$ cat src/logic/pllc_pkg.sv
// package: constants and types for the pll control block
package pllc_pkg;

	// ----------------------------------------
	// reset values and widths
	// ----------------------------------------
	localparam int RANGE_W = 4;
	localparam logic [3:0] RANGE_RESET = 4'h6;
	localparam logic [3:0] RANGE_OFF = 4'h0;
	localparam logic PLL_ON_RESET = 1'b1;
	localparam logic SELECT_RESET = 1'b0;
	localparam int SWITCH_CYCLES = 3;
	localparam int SYNC_STAGES = 3;

	// ----------------------------------------
	// grouped signals
	// ----------------------------------------
	typedef struct packed {
		logic wr;
		logic rd;
		logic irq_enable;
		logic pll_power_on;
		logic base_clock_select;
	} pllc_ctrl_wr_t;

	typedef struct packed {
		logic wr;
		logic [3:0] vco_range_select;
	} pllc_range_wr_t;

	typedef struct packed {
		logic lock_change_flag;
		logic lock_change_irq_enable;
		logic pll_power_on;
		logic base_clock_select;
	} pllc_ctrl_rd_t;

endpackage : pllc_pkg

$ cat src/logic/pllc_sync.sv
// three-stage synchroniser for asynchronous status inputs
`timescale 1ns/1ps
module pllc_sync
	import pllc_pkg::*;
#(
	parameter logic RESET_VAL = 1'b0
) (
	input wire logic mclk_in,
	input wire logic rst_n_in,
	input wire logic async_in,
	output logic level_out
);
	logic [2:0] stage_q;
	logic [2:0] stage_d;
	logic level_q;
	logic level_d;

	always_comb begin
		stage_d = {stage_q[1:0], async_in};
		// change accepted once the second and third stage agree
		level_d = (stage_q[1] == stage_q[2]) ? stage_q[2] : level_q;
	end

	always_ff @(posedge mclk_in or negedge rst_n_in) begin
		if (!rst_n_in) begin
			stage_q <= {3{RESET_VAL}};
			level_q <= RESET_VAL;
		end else begin
			stage_q <= stage_d;
			level_q <= level_d;
		end
	end

	assign level_out = level_q;
endmodule : pllc_sync

$ cat src/logic/pllc_switch.sv
// base clock switch-over hold timer
`timescale 1ns/1ps
module pllc_switch
	import pllc_pkg::*;
#(
	parameter int HOLD = SWITCH_CYCLES
) (
	input wire logic mclk_in,
	input wire logic rst_n_in,
	input wire logic select_in,
	output logic select_out,
	output logic busy_out
);
	// the hold counter is four bits wide
	if (HOLD < 1 || HOLD > 15) begin : g_bad_hold
		$error("pllc_switch: HOLD out of range");
	end

	logic [3:0] cnt_q;
	logic [3:0] cnt_d;
	logic sel_q;
	logic sel_d;

	always_comb begin
		cnt_d = cnt_q;
		sel_d = sel_q;
		if (cnt_q != 4'h0) begin
			cnt_d = cnt_q - 4'h1;
			if (cnt_q == 4'h1) sel_d = select_in;
		end else if (select_in != sel_q) begin
			cnt_d = 4'(HOLD);
		end
	end

	always_ff @(posedge mclk_in or negedge rst_n_in) begin
		if (!rst_n_in) begin
			cnt_q <= 4'h0;
			sel_q <= SELECT_RESET;
		end else begin
			cnt_q <= cnt_d;
			sel_q <= sel_d;
		end
	end

	assign select_out = sel_q;
	assign busy_out = (cnt_q != 4'h0);
endmodule : pllc_switch

$ cat src/logic/pllc_top.sv
// pll control, lock-change flag and low-power gating
`timescale 1ns/1ps
module pllc_top
	import pllc_pkg::*;
#(
	parameter int HOLD = SWITCH_CYCLES
) (
	input wire logic mclk_in,
	input wire logic rst_n_in,
	input wire pllc_ctrl_wr_t ctrl_in,
	input wire pllc_range_wr_t range_in,
	input wire logic auto_mode_in,
	input wire logic acq_done_in,
	input wire logic lock_detect_in,
	input wire logic stop_mode_in,
	input wire logic wait_mode_in,
	input wire logic break_state_in,
	input wire logic break_clear_enable_in,
	input wire logic xtal_div_in,
	input wire logic vco_div_in,
	output pllc_ctrl_rd_t ctrl_out,
	output logic [3:0] vco_range_select_out,
	output logic lock_out,
	output logic acquisition_mode_bit_out,
	output logic pll_enable_out,
	output logic osc_enable_out,
	output logic base_clock_out,
	output logic clock_gen_interrupt_out
);
	// ----------------------------------------
	// input synchronisers
	// ----------------------------------------
	logic lock_s;
	logic acq_s;
	logic xtal_s;
	logic vco_s;

	// lock and acquisition come from the analog loop, not from this clock
	pllc_sync u_sync_lock (
		.mclk_in(mclk_in),
		.rst_n_in(rst_n_in),
		.async_in(lock_detect_in),
		.level_out(lock_s)
	);

	pllc_sync u_sync_acq (
		.mclk_in(mclk_in),
		.rst_n_in(rst_n_in),
		.async_in(acq_done_in),
		.level_out(acq_s)
	);

	// halved source clocks are only sampled, so the output is a coarse copy
	pllc_sync u_sync_xtal (
		.mclk_in(mclk_in),
		.rst_n_in(rst_n_in),
		.async_in(xtal_div_in),
		.level_out(xtal_s)
	);

	pllc_sync u_sync_vco (
		.mclk_in(mclk_in),
		.rst_n_in(rst_n_in),
		.async_in(vco_div_in),
		.level_out(vco_s)
	);

	// ----------------------------------------
	// elaboration checks
	// ----------------------------------------
	// the switch counter is four bits wide
	if (HOLD < 1 || HOLD > 15) begin : g_bad_hold
		$error("pllc_top: HOLD out of range");
	end

	// ----------------------------------------
	// control register state
	// ----------------------------------------
	logic [3:0] range_q;
	logic [3:0] range_d;
	logic on_q;
	logic on_d;
	logic sel_q;
	logic sel_d;
	logic ie_q;
	logic ie_d;
	logic flag_q;
	logic flag_d;
	logic lock_q;
	logic lock_d;
	logic acq_q;
	logic acq_d;
	logic lock_prev_q;
	logic lock_prev_d;
	logic on_w;
	logic sel_w;
	logic protect;
	logic lock_edge;

	// ----------------------------------------
	// access qualifiers
	// ----------------------------------------
	always_comb begin
		protect = break_state_in && !break_clear_enable_in;
		// only counted with the automatic loop running
		lock_edge = auto_mode_in && (lock_s != lock_prev_q);
	end

	// ----------------------------------------
	// range select
	// ----------------------------------------
	always_comb begin
		range_d = range_q;
		// never retuned while the loop runs
		if (range_in.wr && !on_q) range_d = range_in.vco_range_select;
	end

	always_ff @(posedge mclk_in or negedge rst_n_in) begin
		if (!rst_n_in) begin
			range_q <= RANGE_RESET;
		end else begin
			range_q <= range_d;
		end
	end

	// ----------------------------------------
	// power, select and interrupt enable
	// ----------------------------------------
	always_comb begin
		on_d = on_q;
		sel_d = sel_q;
		ie_d = ie_q;
		on_w = ctrl_in.pll_power_on;
		sel_w = ctrl_in.base_clock_select;
		// wait mode has no effect here on purpose
		if (ctrl_in.wr) begin
			ie_d = auto_mode_in ? ctrl_in.irq_enable : ie_q;
			if (sel_q) on_w = 1'b1;
			if (!on_q || range_q == RANGE_OFF) sel_w = 1'b0;
			// lock state is not checked on select
			sel_d = sel_w;
			on_d = on_w;
		end
		if (range_q == RANGE_OFF) begin
			sel_d = 1'b0;
		end
		if (!auto_mode_in) begin
			ie_d = 1'b0;
		end
	end

	always_ff @(posedge mclk_in or negedge rst_n_in) begin
		if (!rst_n_in) begin
			on_q <= PLL_ON_RESET;
			sel_q <= SELECT_RESET;
			ie_q <= 1'b0;
		end else begin
			on_q <= on_d;
			sel_q <= sel_d;
			ie_q <= ie_d;
		end
	end

	// ----------------------------------------
	// lock-change flag
	// ----------------------------------------
	always_comb begin
		flag_d = flag_q;
		// read clears unless break protects it; a protected read is dropped, not replayed after break
		if (ctrl_in.rd && !protect) flag_d = 1'b0;
		// set beats clear in the same cycle
		if (lock_edge) flag_d = 1'b1;
		if (!auto_mode_in) flag_d = 1'b0;
	end

	always_ff @(posedge mclk_in or negedge rst_n_in) begin
		if (!rst_n_in) begin
			flag_q <= 1'b0;
		end else begin
			flag_q <= flag_d;
		end
	end

	// ----------------------------------------
	// lock and acquisition status
	// ----------------------------------------
	always_comb begin
		lock_prev_d = lock_s;
		lock_d = auto_mode_in && lock_s;
		acq_d = auto_mode_in && acq_s;
	end

	always_ff @(posedge mclk_in or negedge rst_n_in) begin
		if (!rst_n_in) begin
			lock_q <= 1'b0;
			acq_q <= 1'b0;
			lock_prev_q <= 1'b0;
		end else begin
			lock_q <= lock_d;
			acq_q <= acq_d;
			lock_prev_q <= lock_prev_d;
		end
	end

	// ----------------------------------------
	// clock switch and output stage
	// ----------------------------------------
	logic sel_eff;
	logic sw_busy;

	pllc_switch #(.HOLD(HOLD)) u_switch (
		.mclk_in(mclk_in),
		.rst_n_in(rst_n_in),
		.select_in(sel_q),
		.select_out(sel_eff),
		.busy_out(sw_busy)
	);

	logic clk_q;
	logic clk_d;
	logic pll_en_q;
	logic pll_en_d;
	logic osc_en_q;
	logic osc_en_d;
	logic irq_q;
	logic irq_d;
	pllc_ctrl_rd_t rd_q;
	pllc_ctrl_rd_t rd_d;

	// ----------------------------------------
	// base clock output
	// ----------------------------------------
	always_comb begin
		clk_d = clk_q;
		// held while the switch settles so no runt pulse escapes
		if (!sw_busy) clk_d = sel_eff ? vco_s : xtal_s;
		if (stop_mode_in) clk_d = 1'b0;
	end

	always_ff @(posedge mclk_in or negedge rst_n_in) begin
		if (!rst_n_in) begin
			clk_q <= 1'b0;
		end else begin
			clk_q <= clk_d;
		end
	end

	// ----------------------------------------
	// oscillator and loop enables
	// ----------------------------------------
	always_comb begin
		pll_en_d = on_q && (range_q != RANGE_OFF) && !stop_mode_in;
		osc_en_d = !stop_mode_in;
	end

	always_ff @(posedge mclk_in or negedge rst_n_in) begin
		if (!rst_n_in) begin
			pll_en_q <= 1'b0;
			osc_en_q <= 1'b0;
		end else begin
			pll_en_q <= pll_en_d;
			osc_en_q <= osc_en_d;
		end
	end

	// ----------------------------------------
	// interrupt and read-back
	// ----------------------------------------
	always_comb begin
		irq_d = flag_q && ie_q && auto_mode_in;
		// gated like the request so both agree in the cycle manual mode starts
		rd_d.lock_change_flag = flag_q && auto_mode_in;
		rd_d.lock_change_irq_enable = ie_q && auto_mode_in;
		rd_d.pll_power_on = on_q;
		rd_d.base_clock_select = sel_q;
	end

	always_ff @(posedge mclk_in or negedge rst_n_in) begin
		if (!rst_n_in) begin
			irq_q <= 1'b0;
			rd_q <= '0;
		end else begin
			irq_q <= irq_d;
			rd_q <= rd_d;
		end
	end

	assign ctrl_out = rd_q;
	assign vco_range_select_out = range_q;
	assign lock_out = lock_q;
	assign acquisition_mode_bit_out = acq_q;
	assign pll_enable_out = pll_en_q;
	assign osc_enable_out = osc_en_q;
	assign base_clock_out = clk_q;
	assign clock_gen_interrupt_out = irq_q;
endmodule : pllc_top

$ cat config.mk
export PLATFORM = sky130hd
export DESIGN_NAME = pllc_top
export DESIGN_NICKNAME = d
export VERILOG_FILES = /design/src/logic/pllc_pkg.sv /design/src/logic/pllc_sync.sv /design/src/logic/pllc_switch.sv /design/src/logic/pllc_top.sv
export SDC_FILE = /design/constraint.sdc
export NUM_CORES = 1
export LEC_CHECK = 0
export ABC_AREA = 1
export CORE_MARGIN = 2
export CORE_UTILIZATION = 30
export CTS_CLUSTER_DIAMETER = 120
export CTS_CLUSTER_SIZE = 28
export DETAILED_ROUTE_END_ITERATION = 10
export DONT_BUFFER_PORTS = 1
export PLACE_DENSITY_LB_ADDON = 0.05
export RECOVER_POWER = 100
export SYNTH_ARGS = -nofsm -noshare
export SYNTH_HDL_FRONTEND = slang
export SYNTH_SLANG_ARGS = --single-unit
$ cat constraint.sdc
create_clock -name mclk_in -period 1.55 [get_ports mclk_in]
set_clock_uncertainty 0.2 [all_clocks]
set_input_delay 0.2325 -clock mclk_in [delete_from_list [all_inputs] [get_ports mclk_in]]
set_output_delay 0.2325 -clock mclk_in [all_outputs]
set_load 0.1 [all_outputs]
Word-level counts from Yosys, hierarchy flattened
Index checks and enable logic that the tools add are counted.
{"block": "word_totals", "output_inout_bits": 14, "elab_cells": 74, "ff_bits": 40, "input_bits": 21, "mem_count": 0, "romBits": 0, "mem_bits_rw": 0, "latchBits": 0}
{"block": "op_classes", "div_mod_pow": 0, "n_mul": 0, "magnitude_cmp": 0, "n_eq_ne": 10, "muxes": 14, "add_sub_neg": 1, "bitwise": 0, "shift": 0, "n_reduce_logical": 23}
{"cell": "1-bit logical AND", "n": 12}
{"cell": "1-bit 2-to-1 mux", "n": 12}
{"cell": "4-bit 2-to-1 mux", "n": 2}
{"cell": "4-bit nonzero test", "n": 2}
{"cell": "1-bit equality test", "n": 4}
{"cell": "4-bit by 1-bit equality test with 1-bit output, second input constant", "n": 1}
{"cell": "1-bit zero test", "n": 4}
{"cell": "4-bit zero test", "n": 1}
{"cell": "2-bit != test, second input constant", "n": 2}
{"cell": "2-bit nonzero test", "n": 2}
{"cell": "4-bit by 1-bit subtractor with 4-bit output, second input constant", "n": 1}
{"cell": "3-bit by 1-bit != test with 1-bit output, second input constant", "n": 1}
{"cell": "1-bit != test", "n": 2}
{"cell": "2-bit AND reduction", "n": 1}
{"cell": "1-bit logical OR", "n": 1}

Depth between registers and ports, before layout
Gate-level depths: netlist of the first run.
{"block": "depth", "depth_word": 7, "depth_mapped": 7, "depth_no_buf": 7}

Cells and area by module
A second synthesis of the first run with hierarchy kept.
{"block": "hier_totals", "hier_cells": 149, "hier_area_um2": 1490.2}
{"module": "pllc_top", "cells_each": 79, "n_inst": 1, "seq_area_each_um2": 479.2, "area_each_um2": 723.2}
{"module": "pllc_sync", "cells_each": 8, "n_inst": 4, "seq_area_each_um2": 100.1, "area_each_um2": 116.4}
{"module": "pllc_switch", "cells_each": 38, "n_inst": 1, "seq_area_each_um2": 125.1, "area_each_um2": 301.5}

Least setup slack after synthesis of the first run
Ideal clock, no wire load.
{"block": "synth_timing", "path_type": "register -> register", "startpoint": "reg range_q[0], in the netlist vco_range_select_out[0]", "endpoint": "reg pll_en_q, in the netlist pll_enable_out", "t_arrival_ps": 1271, "setup_ps": 71, "path_slack_ps": 7, "required_ps": 1279, "path_stages_with_launch": 5, "n_path_buf": 0, "synth_period_minus_slack_ps": 1543, "cell_sequence": "dfrtp_1 inv_1 nand3_1 nand2_1 nor2_1"}
{"block": "synth_via", "elab_chain_cells": 3}
{"item": "start, declared", "line": "pllc_top.sv:79", "source": "logic [3:0] range_q;"}
{"item": "start signal, assigned", "line": "pllc_top.sv:122", "source": "range_q <= range_d;"}
{"item": "4-bit nonzero test", "line": "pllc_top.sv:252", "source": "pll_en_d = on_q && (range_q != RANGE_OFF) && !stop_mode_in;"}
{"item": "1-bit logical AND (2 in a row)", "line": "pllc_top.sv:252"}
{"item": "net pll_en_d", "line": "pllc_top.sv:222", "source": "logic pll_en_d;"}
{"item": "end signal, assigned", "line": "pllc_top.sv:261", "source": "pll_en_q <= pll_en_d;"}
{"item": "end, declared", "line": "pllc_top.sv:221", "source": "logic pll_en_q;"}
The timed path passes the listed nets, and every way through them passes these cells.
A chain may end at the register's enable or synchronous reset.

Worst setup path after layout of the first run
{"block": "layout_timing", "startpoint": "reg range_q[2], in the netlist vco_range_select_out[2]", "endpoint": "out vco_range_select_out[2]"}
{"item": "end, declared", "line": "pllc_top.sv:22", "source": "output logic [3:0] vco_range_select_out,"}
No word-level cell between the ends.

==> results of run 1 <==
## sequential cells by signal (all words and copies together) (netlist names), 3 cells and up
name,count
vco_range_select_out,4
u_sync_lock.stage_q,3
u_sync_acq.stage_q,3
ctrl_out,4
u_sync_xtal.stage_q,3
u_switch.cnt_q,4
u_sync_vco.stage_q,3
## final timing paths
check,startpoint,end,slack [ns]
setup / recovery,vco_range_select_out[2],vco_range_select_out[2],0.07
hold / removal,break_clear_enable_in,flag_q,0.03
setup reg to reg,u_switch.cnt_q[0],u_switch.cnt_q[1],0.10
hold reg to reg,u_sync_lock.stage_q[0],u_sync_lock.stage_q[1],0.15
max in group asynchronous,rst_n_in,vco_range_select_out[1],0.48
min in group asynchronous,rst_n_in,ctrl_out[3],0.30
## worst register-to-register path, delay by kind of cell (launching register included)
kind	cells	cell delay (ns)
DFF	1	0.41
and+or+nand+nor	4	0.35
buffers and inverters	2	0.21
adders and majority gates	1	0.18
## layer usage
layer / GRT usage (%) / part of all wire, %
met1: 12.6 / 46
met2: 15.5 / 46
met3: 4.42 / 7.3
met4: 4.94 / 0.72
met5: 0 / 0
## final cells by class
cell class	instances	area [µm²]
clock buffers	7	86.3
clock inverters	1	7.51
fillers	459	2770
inverters	20	75.1
multi-input cells	67	354
flip-flops and latches	40	1000
well taps	54	67.6
repair buffers	32	294
## where the power goes
part | internal (mW) | leakage [nW] | total [mW] | switching, mW
clock network | 0.361 | 0.0445 | 0.694 | 0.333
logic | 0.259 | 0.414 | 0.894 | 0.634
registers | 1.20 | 0.481 | 1.31 | 0.105
## cell usage after synthesis, drive strengths merged
cell    instances
nor2            8
nand2          28
nor3            1
inv            20
ha              3
a21boi          1
a21oi           3
dfstp           3
xnor2           1
dfrtp          37
nand4           1
o21ai           7
or2             1
maj3            4
nand3           9
## through the flow
step / power, mW / worst slack (ns) / hold slack [ns]
finish: 2.90 / 0.0662 / 0.0313
global route: 3.09 / 0.0133 / 0.0734
CTS: 2.98 / 0.0750 / 0.0334
detailed placement: 2.19 / 0.114 / -0.262
global placement: 2.17 / 0.139 / -0.262
floorplan: 1.99 / 0.00746 / -0.263
## logic make-up after synthesis
kind of cell,count (synthesis)
simple gates,48
flops,40
buf+inv,20
compound gates,11
fa+ha+maj,7
xor+xnor,1
## repair_timing
item,CTS,global route
endpoints found under the setup margin,0,0
hold buffers,18,0
endpoints found under the hold margin,60,0
==> insert_results.sql, run 1 <==
INSERT INTO impl_metrics (metric_group, metric, value, unit) VALUES
('synth', 'post_synth_inst_count', '127', ''),
('grt', 'grt_remaining_overflow', '0', ''),
('synth', 'yosys-mux-area-fraction', '0', '%'),
('cts', 'cts-resized-gates', '0', ''),
('worst_setup_path', 'cp.required', '1.12', 'ns'),
('synth', 'yosys.area_share.adder', '5.41', '%'),
('drt', 'drc', '0', ''),
('die', 'placement_rows', '25', ''),
('cts', 'insertion_delay', '0.28', 'ns'),
('die', 'die_area', '0.00535', 'mm²'),
('synth', 'synth.area.top_cells', 'dfrtp_1 65%, nand2_1 6.8%, dfstp_2 5.5%', ''),
('cts', 'clock-root-buffer', 'clkbuf_8', ''),
('cts', 'clkTransAtPathRegs', '0.07', 'ns'),
('cts', 'tritoncts.num_buffers', '5', ''),
('worst_setup_path', 'setup.worst_path.end_class', 'primary output', ''),
('worst_setup_path', 'path_max_fanout', '2', ''),
('sta', 'period_needed', '1.48', 'ns'),
('cells_and_area', 'syn_to_final_growth', '31.8', '%'),
('synth', 'synth_fp_nets', '151', ''),
('hold_path', 'worst_hold_path.num_cells', '3', ''),
('status', 'run_status', 'completed', ''),
('worst_setup_path', 'worst_r2r_path_depth', '7', ''),
('cells_and_area', 'diodes', '0', ''),
('synth', 'yosys_warnings', '0', ''),
('synth', 'synth.cell_area', '0.00143', 'mm²'),
('grt', 'grt_start_max_net_pins', '41', ''),
('sta', 'min_period_over_period', '95.7', '%'),
('drt', 'vias', '953', ''),
('cells_and_area', 'share_of_final_layout_standard_cells_stronger_than_drive_strength_1', '15.6', '%'),
('cells_and_area', 'layout_common_cells', '37 x dfrtp_1, 26 x nand2_1, 20 x inv_1, 17 x dlygate4sd3_1, 11 x clkbuf_4', ''),
('synth', 'synth_cell_types', '18', ''),
('grt', 'global_route.usage.total', '10.3', '%'),
('die', 'floorplan.die.height', '73.1', 'µm'),
('grt', 'first_global_vias', '920', ''),
('sta', 'timing.slew.headroom', '64.9', '%'),
('sta', 'fmaxAchievable', '0.674', 'GHz'),
('worst_setup_path', 'worstPathArrival', '1.05', 'ns'),
('die', 'start_util', '30.8', '%'),
('synth', 'ys_seq_area_share', '70.1', '%'),
('cts', 'post_cts.repair.setup_buffers', '0', ''),
('sta', 'worst_slew_pin_slew', '0.526', 'ns'),
('hold_path', 'worst_hold_path_type', 'input pin to register', ''),
('die', 'io_pins', '35', ''),
('sta', 'setup-violations-final', '0', ''),
('worst_setup_path', 'cp_slowest_cell', 'dfstp_1', ''),
('synth', 'synth_compound_gate_area_share', '4.01', '%'),
('cells_and_area', 'fin_area', '0.00189', 'mm²'),
('synth', 'post_synth_xor_area_fraction', '0.611', '%'),
('drt', 'detail_route.wl_per_cell', '10.7', 'µm'),
('cts', 'cts_tree', 'done', ''),
('cts', 'clkSinkCount', '40', ''),
('sta', 'tns', '0', 'ns'),
('cells_and_area', 'design.final.nets', '190', ''),
('worst_setup_path', 'worstSetupPathDepth', '1', ''),
('pwr', 'vdd.ir_drop.worst', '0.943', 'mV'),
('cells_and_area', 'final-instance-count-excl-fill', '221', ''),
('place', 'place_congestion', '0.692', ''),
('cts', 'cts_htree_levels', '2', ''),
('cells_and_area', 'final_core_utilization', '40.5', '%'),
('synth', 'synth_simple_gate_area_share', '14.7', '%'),
('sta', 'hold_violations', '0', ''),
('drt', 'drt-pass1-iter-count', '4', ''),
('worst_setup_path', 'path_delay_family', 'flip-flops', ''),
('grt', 'antenna_found_initial', '0', ''),
('cts', 'clock_tree.buffer_depth', '2', ''),
('pwr', 'pwr_density_cell', '1530', 'mW/mm²'),
('place', 'placed_area', '0.00163', 'mm²'),
('sta', 'report.final.slew_viol_count', '0', ''),
('drt', 'routed_wirelength', '2360', 'µm'),
('place', 'placedCellCount', '195', ''),
('sta', 'rsz0062_at_grt', 'false', '');
No activity file was read; power rests on OpenSTA's default activity.
==> run 2, diff against run 1 <==
Settings changed: RECOVER_POWER 100 to 50.
==> run 2 against run 1 <==
Cell count unchanged. Non-clock buffer count unchanged. Combinational power grew 2%. First-iteration DRC count is 2.7% higher.
==> insert_results.sql, run 2 (same netlist as run 1, synthesis figures left out) <==
INSERT INTO impl_metrics (metric_group, metric, value, unit) VALUES
('status', 'run_status', 'completed', ''),
('pwr', 'vdd.ir_drop.worst', '0.947', 'mV'),
('worst_setup_path', 'critical_path.startpoint_type', 'register', ''),
('worst_setup_path', 'path_delay_family', 'flip-flops', ''),
('sta', 'hold_violations', '0', ''),
('grt', 'grt_start_max_net_pins', '41', ''),
('cts', 'clock-root-buffer', 'clkbuf_8', ''),
('cells_and_area', 'diodes', '0', ''),
('sta', 'report.final.slew_viol_count', '0', ''),
('worst_setup_path', 'critical_path.cell_chain', 'buf_12', ''),
('die', 'die_area', '0.00535', 'mm²'),
('die', 'core-area', '0.00466', 'mm²'),
('place', 'place_congestion', '0.692', ''),
('sta', 'worst_slew_pin_slew', '0.529', 'ns'),
('worst_setup_path', 'cp_slowest_cell', 'dfstp_2', ''),
('worst_setup_path', 'path_max_fanout', '2', ''),
('cells_and_area', 'multiInputGateArea', '354', 'µm²'),
('drt', 'drc', '0', ''),
('die', 'floorplan.die.height', '73.1', 'µm'),
('cells_and_area', 'most_frequent_standard_cell_in_the_layout_excluding_fill_and_tap_cells', 'dfrtp_1', ''),
('pwr', 'power.net_switching', '1.08', 'mW'),
('cts', 'clkSinkCount', '40', ''),
('cts', 'tritoncts.num_buffers', '5', ''),
('die', 'placement_rows', '25', ''),
('grt', 'grt_first_pass_wirelength', '4040', 'µm'),
('place', 'count_of_input_and_output_buffers', '0', ''),
('worst_setup_path', 'crit_path_max_incr_delay', '0.56', 'ns'),
('worst_setup_path', 'setup.worst_path.end_class', 'primary output', ''),
('drt', 'drt_iter0_drc', '38', ''),
('place', 'placed_area', '0.00163', 'mm²'),
('pwr', 'fraction_of_power_consumed_by_sequential_logic', '44.9', '%'),
('die', 'chipWidth', '73.1', 'µm'),
('cts', 'clock_tree.buffer_depth', '2', ''),
('cts', 'post_cts.repair.setup_buffers', '0', ''),
('grt', 'antenna_found_initial', '0', ''),
('drt', 'drt-pass1-iter-count', '4', ''),
('worst_setup_path', 'cp_num_buf_inv', '1', ''),
('cts', 'cts_tree', 'done', ''),
('die', 'start_util', '30.8', '%'),
('cells_and_area', 'layout_common_cells', '37 x dfrtp_1, 26 x nand2_1, 20 x inv_1, 17 x dlygate4sd3_1, 12 x buf_4', ''),
('pwr', 'leakage', '0.947', 'nW'),
('pwr', 'sw_frac_of_total', '36.9', '%'),
('run', 'timing.max_cap.violations', '0', ''),
('pwr', 'cell_internal_power_dissipation', '1.84', 'mW'),
('sta', 'fmaxAchievable', '0.687', 'GHz'),
('hold_path', 'worst_hold_path_type', 'input pin to register', ''),
('sta', 'timing.slew.headroom', '64.7', '%'),
('place', 'dp_hpwl', '1660', 'µm'),
('cells_and_area', 'share_of_final_layout_standard_cells_stronger_than_drive_strength_1', '16.8', '%'),
('grt', 'global_route.usage.total', '10.3', '%'),
('worst_setup_path', 'cp.required', '1.12', 'ns'),
('pwr', 'power.clock.fraction', '23.8', '%'),
('cells_and_area', 'fill_cells', '454', ''),
('die', 'io_pins', '35', ''),
('sta', 'tns', '0', 'ns'),
('sta', 'period_needed', '1.45', 'ns'),
('drt', 'drtAntennaViolNets', '0', ''),
('cells_and_area', 'design.final.nets', '190', ''),
('worst_setup_path', 'worstPathArrival', '1.02', 'ns'),
('cells_and_area', 'syn_to_final_growth', '32.7', '%'),
('cts', 'insertion_delay', '0.28', 'ns'),
('pwr', 'pwr_density_cell', '1540', 'mW/mm²'),
('cells_and_area', 'final-seq-area', '0.00100', 'mm²'),
('drt', 'routed_wirelength', '2370', 'µm'),
('cts', 'cts_htree_levels', '2', ''),
('drt', 'vias', '954', ''),
('sta', 'rsz0062_at_grt', 'false', ''),
('drt', 'detail_route.wl_per_cell', '10.7', 'µm'),
('drt', 'vias_per_cell', '4.32', ''),
('worst_setup_path', 'path_class', 'register to primary output', ''),
('pwr', 'comb_power_share', '31.2', '%'),
('cells_and_area', 'fin_area', '0.00190', 'mm²'),
('sta', 'setup-violations-final', '0', ''),
('cts', 'clkTransAtPathRegs', '0.07', 'ns'),
('grt', 'grt_remaining_overflow', '0', ''),
('grt', 'first_global_vias', '920', ''),
('sta', 'min_period_over_period', '93.9', '%');
==> run 2: cell types whose count changed in the layout (fill, tap and decap cells not counted), moves of 2 or more <==
cell / previous run / this run
dfstp_1: 2 / 0
dfstp_2: 1 / 3
buf_2: 2 / 0
buf_4: 0 / 12
clkbuf_4: 11 / 1
==> run 2: worst paths after layout <==
kind	from	end	slack, ns	depth (start not counted)
worst max-delay path	vco_range_select_out[2]	vco_range_select_out[2]	0.1	1
worst min-delay path	break_clear_enable_in	flag_q	0.03	3
worst max register to register	u_switch.cnt_q[0]	u_switch.cnt_q[1]	0.1	7
worst min register to register	u_sync_lock.stage_q[0]	u_sync_lock.stage_q[1]	0.15	0
max in group asynchronous	rst_n_in	vco_range_select_out[1]	0.48	2
min in group asynchronous	rst_n_in	lock_out	0.29	2
==> run 2: area by class of cell <==
| type | instances | area share, % |
|---|---|---|
| Clock buffer | 7 | 4.54 |
| Clock inverter | 1 | 0.394 |
| Inverter | 20 | 3.94 |
| Multi-Input combinational cell | 67 | 18.6 |
| Sequential cell | 40 | 52.8 |
| Tap cell | 54 | 3.55 |
| Timing Repair Buffer | 32 | 16.2 |
==> run 2: power by group through the flow <==
stage,clock [mW],sequential [mW],combinational (mW)
after floorplan,0,1.63,0.366
after global placement,0,1.33,0.841
after detailed placement,0,1.33,0.859
after CTS,0.737,1.31,0.926
after global routing,0.785,1.34,0.997
final,0.697,1.31,0.912
==> run 2: what timing repair did <==
action / CTS / global route
gates resized for setup: 0 / 0
hold endpoints to repair: 60 / 0
hold buffers: 18 / 0
==> run 2: metrics by stage <==
stage,power [mW],hold slack (ns),utilization (%),worst slack [ns],cells
final,2.92,0.0313,40.8,0.0952,221
after global routing,3.12,0.0734,40.8,0.0133,221
after CTS,2.98,0.0334,41.1,0.0750,221
after detailed placement,2.19,-0.262,35.0,0.114,195
after global placement,2.17,-0.262,35.0,0.139,195
after floorplan,1.99,-0.263,-,0.00746,127
==> run 2: metal layers <==
layer / GRT usage (%) / share of wire [%] / routed length, µm
met1: 12.6 / 45 / 1070
met2: 15.5 / 47 / 1100
met3: 4.42 / 7.3 / 172
met4: 4.94 / 0.72 / 17
met5: 0 / 0 / 0
